==> config.mk <==
export PLATFORM = sky130hd
export DESIGN_NAME = dpm_power_ctrl
export DESIGN_NICKNAME = d
export VERILOG_FILES = /design/src/design/dpm_pkg.sv /design/src/design/dpm_power_ctrl.sv /design/src/design/dpm_tick_div.sv
export SDC_FILE = /design/constraint.sdc
export NUM_CORES = 1
export LEC_CHECK = 0
export ABC_AREA = 1
export BUFFER_PORTS_ARGS = -buffer_cell sky130_fd_sc_hd__buf_2
export CORE_MARGIN = 2
export CORE_UTILIZATION = 40
export DETAILED_ROUTE_END_ITERATION = 8
export GPL_TIMING_DRIVEN = 0
export PLACE_DENSITY = 0.61
export SLEW_MARGIN = 20
export SYNTH_ARGS = -nofsm -noshare
export SYNTH_HDL_FRONTEND = slang
export SYNTH_SLANG_ARGS = --single-unit
==> constraint.sdc <==
create_clock -name ref_clk_i -period 2.2 [get_ports ref_clk_i]
set_clock_uncertainty 0.15 [all_clocks]
set_input_delay 0.11 -clock ref_clk_i [delete_from_list [all_inputs] [get_ports ref_clk_i]]
set_output_delay 0.11 -clock ref_clk_i [all_outputs]
set_load 0.005 [all_outputs]
==> src/design/dpm_pkg.sv <==
/*
 * Package for the drive power-mode controller: command opcodes, mode and
 * idle sub-mode encodings, the packed carriers between host command port,
 * status and spindle, and the inactivity timer timing constants.
 * Assumes a single 25 MHz device clock.
 */
package dpm_pkg;

  // Device clock and the inactivity timer unit
  localparam int unsigned CLK_HZ        = 25_000_000;
  localparam int unsigned TIMER_UNIT_MS = 5000;
  localparam int unsigned TICK_CYCLES   = (CLK_HZ / 1000) * TIMER_UNIT_MS;
  localparam int unsigned TICK_W        = 27;

  // Power-management opcodes
  localparam logic [7:0] OP_STANDBY_IMM = 8'he0;
  localparam logic [7:0] OP_IDLE_IMM    = 8'he1;
  localparam logic [7:0] OP_STANDBY     = 8'he2;
  localparam logic [7:0] OP_IDLE        = 8'he3;
  localparam logic [7:0] OP_CHECK_POWER = 8'he5;
  localparam logic [7:0] OP_SLEEP       = 8'he6;

  // Count value that turns the inactivity timer off
  localparam logic [7:0] TIMER_OFF      = 8'h00;

  // Check-power-mode answer codes
  localparam logic [7:0] PWR_STANDBY    = 8'h00;
  localparam logic [7:0] PWR_IDLE       = 8'h80;
  localparam logic [7:0] PWR_ACTIVE     = 8'hff;

  // Spindle targets in percent of full speed
  localparam logic [6:0] SPEED_FULL     = 7'h64;
  localparam logic [6:0] SPEED_LOW_MIN  = 7'h55;
  localparam logic [6:0] SPEED_LOW_MAX  = 7'h5a;
  localparam logic [6:0] SPEED_LOW      = 7'h58;

  typedef enum logic [3:0] {
    DPM_ACTIVE  = 4'h1,
    DPM_IDLE    = 4'h2,
    DPM_STANDBY = 4'h4,
    DPM_SLEEP   = 4'h8
  } dpm_mode_t;

  typedef enum logic [2:0] {
    DPM_SUB_ACTIVE_IDLE = 3'h1,
    DPM_SUB_LOW_POWER   = 3'h2,
    DPM_SUB_LOW_RPM     = 3'h4
  } dpm_idle_sub_t;

  typedef struct packed {
    logic [7:0] opcode;
    logic [7:0] count;
  } dpm_cmd_t;

  typedef struct packed {
    logic       done;
    logic [7:0] power_code;
  } dpm_resp_t;

  typedef struct packed {
    logic bsy;
    logic rdy;
    logic if_active;
  } dpm_status_t;

  typedef struct packed {
    logic       spin_on;
    logic       heads_park;
    logic [6:0] speed_pct;
  } dpm_spindle_t;

endpackage : dpm_pkg

==> src/design/dpm_power_ctrl.sv <==
/*
 * Drive power-mode controller: active, idle, standby and sleep modes
 * driven by host power commands, an inactivity timer and resets; status
 * flags, check-power answer, media grant and spindle/head targets.
 * Assumes commands arrive as one-cycle valid pulses synchronous to the
 * clock and that the spindle controller reports when it is at speed.
 */
`timescale 1ns/1ns
`default_nettype none

module dpm_power_ctrl
  import dpm_pkg::*;
#(
  parameter int unsigned TICK_CYCLES = dpm_pkg::TICK_CYCLES
) (
  // Clock and power-on reset
  input  wire logic           ref_clk_i,
  input  wire logic           rst_i,
  // Interface resets and power-up strap
  input  wire logic           link_reset_i,
  input  wire logic           soft_reset_i,
  input  wire logic           pwr_up_standby_i,
  // Host command port
  input  wire logic           cmd_valid_i,
  input  wire dpm_pkg::dpm_cmd_t cmd_i,
  output dpm_pkg::dpm_resp_t  resp_o,
  // Device activity and media
  input  wire logic           exec_busy_i,
  input  wire logic           media_req_i,
  output logic                media_grant_o,
  // Spindle
  input  wire logic           spindle_at_speed_i,
  input  wire dpm_pkg::dpm_idle_sub_t idle_sub_i,
  output dpm_pkg::dpm_spindle_t spindle_o,
  // Status
  output dpm_pkg::dpm_status_t status_o,
  output dpm_pkg::dpm_mode_t  mode_o
);

  import dpm_pkg::*;

  dpm_mode_t mode;
  dpm_mode_t next_mode;
  logic      tick;
  logic      timer_en;
  logic [7:0] timer_load;
  logic [7:0] timer_cnt;
  logic      cmd_take;
  logic      is_idle_cmd;
  logic      is_sb_cmd;
  logic      is_load_cmd;
  logic      expire;
  logic      awake_work;

  dpm_tick_div #(
    .DIV_CYCLES (TICK_CYCLES)
  ) u_tick (
    .ref_clk_i  (ref_clk_i),
    .rst_i      (rst_i),
    .tick_o     (tick)
  );

  // Traffic while asleep is dropped outright
  assign cmd_take    = cmd_valid_i && (mode != DPM_SLEEP);
  assign is_idle_cmd = (cmd_i.opcode == OP_IDLE) ||
                       (cmd_i.opcode == OP_IDLE_IMM);
  assign is_sb_cmd   = (cmd_i.opcode == OP_STANDBY) ||
                       (cmd_i.opcode == OP_STANDBY_IMM);
  assign is_load_cmd = (cmd_i.opcode == OP_IDLE) ||
                       (cmd_i.opcode == OP_STANDBY);
  assign awake_work  = exec_busy_i || media_req_i;

  // Held off while work is pending, so a busy drive never spins down
  assign expire = tick && timer_en && (timer_cnt == 8'h01) &&
                  ((mode == DPM_ACTIVE) || (mode == DPM_IDLE)) &&
                  !cmd_take && !awake_work;

  always_comb begin
    next_mode = mode;
    unique case (mode)
      DPM_SLEEP: begin
        if (link_reset_i || soft_reset_i) begin
          next_mode = DPM_STANDBY;
        end
      end
      DPM_ACTIVE, DPM_IDLE, DPM_STANDBY: begin
        if (cmd_take && (cmd_i.opcode == OP_SLEEP)) begin
          next_mode = DPM_SLEEP;
        end else if (cmd_take && is_idle_cmd) begin
          next_mode = DPM_IDLE;
        end else if (cmd_take && is_sb_cmd) begin
          next_mode = DPM_STANDBY;
        end else if (expire) begin
          next_mode = DPM_STANDBY;
        end else if (mode == DPM_ACTIVE && !awake_work) begin
          next_mode = DPM_IDLE;
        end else if (mode == DPM_IDLE && awake_work) begin
          next_mode = DPM_ACTIVE;
        end else if (mode == DPM_STANDBY &&
                     (exec_busy_i ||
                      (media_req_i && spindle_at_speed_i))) begin
          next_mode = DPM_ACTIVE;
        end
      end
    endcase
  end

  // Strap read in the synchronous reset branch, never asynchronously
  always_ff @(posedge ref_clk_i) begin
    if (rst_i) begin
      mode <= pwr_up_standby_i ? DPM_STANDBY : DPM_IDLE;
    end else begin
      mode <= next_mode;
    end
  end

  // Inactivity timer; link and soft reset leave it untouched
  always_ff @(posedge ref_clk_i) begin
    if (rst_i) begin
      timer_en   <= 1'b0;
      timer_load <= 8'h00;
      timer_cnt  <= 8'h00;
    end else if (cmd_take && is_load_cmd) begin
      timer_en   <= (cmd_i.count != TIMER_OFF);
      timer_load <= cmd_i.count;
      timer_cnt  <= cmd_i.count;
    end else if (cmd_take || expire) begin
      timer_cnt  <= timer_load;
    end else if (tick && timer_en && timer_cnt > 8'h01 &&
                 (mode == DPM_ACTIVE || mode == DPM_IDLE)) begin
      timer_cnt  <= timer_cnt - 8'h01;
    end
  end

  // Completion pulse; power code only meaningful for check-power
  always_ff @(posedge ref_clk_i) begin
    if (rst_i) begin
      resp_o <= '0;
    end else begin
      resp_o.done       <= cmd_take;
      resp_o.power_code <= PWR_STANDBY;
      if (cmd_take && cmd_i.opcode == OP_CHECK_POWER) begin
        unique case (mode)
          DPM_STANDBY: resp_o.power_code <= PWR_STANDBY;
          DPM_IDLE:    resp_o.power_code <= PWR_IDLE;
          DPM_ACTIVE:  resp_o.power_code <= PWR_ACTIVE;
          DPM_SLEEP:   resp_o.power_code <= PWR_STANDBY;
        endcase
      end
    end
  end

  // Flags follow the mode one cycle late, so completion leads sleep
  always_ff @(posedge ref_clk_i) begin
    if (rst_i) begin
      status_o <= '0;
      mode_o   <= DPM_IDLE;
    end else begin
      mode_o             <= mode;
      status_o.if_active <= (mode != DPM_SLEEP);
      // Ready is posted even before the media can be reached
      status_o.rdy       <= (mode != DPM_SLEEP);
      status_o.bsy       <= (mode == DPM_ACTIVE) && exec_busy_i;
    end
  end

  always_ff @(posedge ref_clk_i) begin
    if (rst_i) begin
      media_grant_o <= 1'b0;
    end else begin
      media_grant_o <= media_req_i &&
        ((mode == DPM_ACTIVE) || (mode == DPM_IDLE) ||
         (mode == DPM_STANDBY && spindle_at_speed_i));
    end
  end

  always_ff @(posedge ref_clk_i) begin
    if (rst_i) begin
      spindle_o <= '0;
    end else begin
      spindle_o.speed_pct <= SPEED_FULL;
      unique case (mode)
        DPM_ACTIVE: begin
          spindle_o.spin_on    <= 1'b1;
          spindle_o.heads_park <= 1'b0;
        end
        DPM_IDLE: begin
          spindle_o.spin_on <= 1'b1;
          case (idle_sub_i)
            DPM_SUB_LOW_POWER: spindle_o.heads_park <= 1'b1;
            DPM_SUB_LOW_RPM: begin
              spindle_o.heads_park <= 1'b1;
              spindle_o.speed_pct  <= SPEED_LOW;
            end
            default: spindle_o.heads_park <= 1'b0;
          endcase
        end
        DPM_STANDBY: begin
          // Spin up only on demand from a media request or command execution
          spindle_o.spin_on    <= media_req_i || exec_busy_i;
          spindle_o.heads_park <= 1'b1;
        end
        DPM_SLEEP: begin
          spindle_o.spin_on    <= 1'b0;
          spindle_o.heads_park <= 1'b1;
        end
      endcase
    end
  end
endmodule : dpm_power_ctrl

`default_nettype wire

==> src/design/dpm_tick_div.sv <==
/*
 * Divider that turns the device clock into a one-cycle enable pulse every
 * DIV_CYCLES clocks, the time base of the inactivity timer.
 * Assumes a synchronous active-high reset.
 */
`timescale 1ns/1ns
`default_nettype none

module dpm_tick_div
  import dpm_pkg::*;
#(
  parameter int unsigned DIV_CYCLES = dpm_pkg::TICK_CYCLES
) (
  // Clock and reset
  input  wire logic ref_clk_i,
  input  wire logic rst_i,
  // Time base
  output logic      tick_o
);

  import dpm_pkg::*;

  localparam logic [TICK_W-1:0] LAST = TICK_W'(DIV_CYCLES - 1);

  logic [TICK_W-1:0] cnt;

  always_ff @(posedge ref_clk_i) begin
    if (rst_i) begin
      cnt    <= '0;
      tick_o <= 1'b0;
    end else if (cnt == LAST) begin
      cnt    <= '0;
      tick_o <= 1'b1;
    end else begin
      cnt    <= cnt + TICK_W'(1);
      tick_o <= 1'b0;
    end
  end
endmodule : dpm_tick_div

`default_nettype wire

==> impl_metrics.py <==
metrics = {
    "route": {
        "num_vias": 3240,
        "drt_iter0_drc": 141,
        "wire_per_inst_um": 11.8,
        "ant_nets": 0,
        "vias_per_cell": 4.83,
        "firstDrtPassIters": 5,
        "drt_drc_violations_left": 0,
        "totalWireLength_mm": 7.89,
    },
    "worst_hold_path": {
        "hold_depth": 4,
        "worstHoldStart": "cmd_i[0]",
        "hold_path_class": "input port to flop",
        "whs_endpoint": "timer_load[0]",
    },
    "cts": {
        "cts_max_path_buffers": 2,
        "cts_inserted_buffers": 9,
        "cts_tree": "done",
        "clk_pin_slew_worst_paths_ns": 0.07,
        "cts.sinks": 64,
        "cts-root-buf": "clkbuf_8",
        "clock_latency_ns": 0.34,
        "postCtsSetupBuffers": 0,
        "htree_num_levels": 3,
    },
    "timing": {
        "hold_viol_final": 0,
        "setup_viol": 0,
        "finalSetupTns_ns": 0,
        "post-route-min-period_ns": 2.09,
        "maxClockFrequency_mhz": 479,
        "tightestPinTransition_ns": 0.580,
        "relSlewSlack_pct": 61.4,
        "fin_crit_sh_pct": 94.9,
        "grt_setup_unrepaired": "no",
        "drv_slew": 0,
    },
    "cells_and_area": {
        "seq_area_um2": 1320,
        "syn_to_final_growth_pct": 23.3,
        "design_area_um2": 4160,
        "final_nets": 592,
        "layout-drive-gt1-share_pct": 20.1,
        "n_antenna_cell": 0,
        "multi_input_area_um2": 1680,
        "fill_cells": 821,
    },
    "synth": {
        "yosysUniqueCellTypes": 39,
        "seq_area_frac_synth_pct": 39.2,
        "yosysMostFrequentCell": "nand2_1",
        "netlist_instances": 478,
        "synth_edf_count": 4,
        "synth_warnings": 0,
        "synth_top_area_cell": "dfxtp_1",
        "yosysTopAreaCellShare_pct": 35.6,
        "avgSynthCellArea_um2": 7.06,
        "async_reset_ff_share_pct": 0,
        "synth_top_flop_cell": "dfxtp_1",
        "synth_area_leaders": "dfxtp_1 (36%), nand2_1 (11%), nor2_1 (8.5%), inv_1 (7.0%), a21oi_1 (3.9%)",
        "synth-seq-cells": 64,
        "syn_area_um2": 3370,
        "synth_commonest_cells": "nand2_1 (99), nor2_1 (76), inv_1 (63), dfxtp_1 (60), a21oi_1 (26)",
    },
    "place": {
        "dp_hpwl_mm": 5.83,
        "gp_congestion": 0.856,
        "place_area_um2": 3760,
        "numPortBuffers": 50,
    },
    "worst_setup_path": {
        "cp.arrival_ns": 2.22,
        "worstReg2RegStart": "mode[2]",
        "reg2reg_to": "mode[3]",
        "rr_worst_depth": 9,
        "critical_path_required_ns": 2.34,
        "end_kind": "flop",
        "crit_path_max_fanout": 4,
        "cp-start-kind": "input port",
        "path_class": "input port to flop",
        "rrSetupSlack_ns": 0.14,
    },
    "global_route": {
        "antenna_found_initial": 0,
        "top_usage_layer": "met2",
        "grt_max_degree": 11,
        "grt_overflow": 0,
        "grt_pass1_vias": 2877,
        "use_met1_pct": 21.6,
        "grt.total_usage_pct": 18.4,
        "grt_util_met3_pct": 3.76,
        "grt_pass1_wl_mm": 12.9,
        "grt_use_met2_pct": 32.1,
    },
    "job": {
        "maxCapViolations": 0,
    },
    "pwr": {
        "p_per_area_nw_per_um2": 704,
        "irDropWorstVdd_uv": 263,
        "leakage_uw": 0.00179,
    },
    "floorplan": {
        "num_io_pins": 54,
        "die-area_um2": 9180,
        "dieHeight_um": 95.8,
        "chipWidth_um": 95.8,
        "coreArea_um2": 8180,
        "initial_utilization_pct": 41.3,
        "rows": 33,
    },
    "run_status": {
        "outcome": "finished clean",
    },
}
repair_timing:
action                                  4_1_cts  5_1_grt
hold buffers                                 21        0
gates resized for setup                       0        2
endpoints found under the setup margin        0        4
hold endpoints to repair                     19        0
flip-flops by register name, summed over array words and instances (netlist names):
name,count
spindle_o,5
timer_en,1
u_tick.tick_o,1
media_grant_o,1
status_o,2
timer_cnt,8
timer_load,8
mode,4
u_tick.cnt,27
resp_o,3
mode_o,4
worst max-delay path, stage by stage:
cell	delay [ns]
dlygate4sd3_1	0.55
buf_2	0.15
nand3_1	0.08
dlygate4sd3_1	0.61
nor4_1	0.15
dlygate4sd3_1	0.57
worst max-delay path by stage:
stage	to	start	slack, ns
finish	resp_o[7]	cmd_i[8]	0.11
global route	mode[3]	mode[2]	0.002
CTS	mode[3]	mode[0]	0.06
detailed placement	mode[3]	mode[0]	0.07
global placement	mode[2]	mode[2]	0.07
floorplan	mode[0]	mode[0]	0.28
power breakdown:
part           switching (uW)  total [uW]  internal [uW]
Sequential               58.2        1350           1290
Clock                     449         945            496
Combinational             385         638            252
cell usage in the layout (no fill, tap or decap), drive strengths merged, types with 11 or more instances in the layout:
master,netlist,routed
a21oi,29,29
buf,17,67
clkbuf,1,14
dfxtp,60,60
dlygate4sd3,0,21
inv,66,66
nand2,107,107
nand3,24,24
nand4,12,12
nor2,85,85
nor3,11,11
o21ai,17,17
through the flow:
step | hold WS [ns] | setup slack, ns | total power [uW] | instances | utilization [%]
after detailed placement | 0.228 | 0.0680 | 1970 | 634 | 46.0
final | 0.0336 | 0.112 | 2930 | 671 | 50.9
after floorplan | 0.0883 | 0.275 | 1800 | 479 | -
after global placement | 0.227 | 0.0657 | 1960 | 634 | 46.0
after global routing | 0.0358 | 0.00190 | 3110 | 671 | 50.9
after CTS | 0.0182 | 0.0568 | 2950 | 671 | 50.8
layer usage:
layer,up-vias,wire length [um]
met3,9,466
met4,0,112
met2,86,3870
li1,1675,-
met5,-,0
met1,1470,3450
area by class of cell:
| cell class | instances | area share (%) |
|---|---|---|
| tap | 105 | 3.16 |
| sequential | 64 | 31.8 |
| clock inverter | 3 | 0.361 |
| buffer | 18 | 2.95 |
| inverter | 67 | 6.17 |
| multi-input combinational | 330 | 40.4 |
| timing repair buffer | 71 | 11.1 |
| clock buffer | 13 | 4.06 |
cell families (layout without fill, tap and decap cells):
family,Yosys count,after routing,share of synthesized area [%]
other,1,2,0.111
and+or+nand+nor,257,257,35.5
AOI/OAI and AO/OA,54,54,9.20
xor gates and xnor gates,14,14,3.63
adders and majority gates,3,3,1.11
buffers and inverters,85,172,11.2
DFF,64,64,39.2
Note: power is estimated with default switching activity, not from simulation.
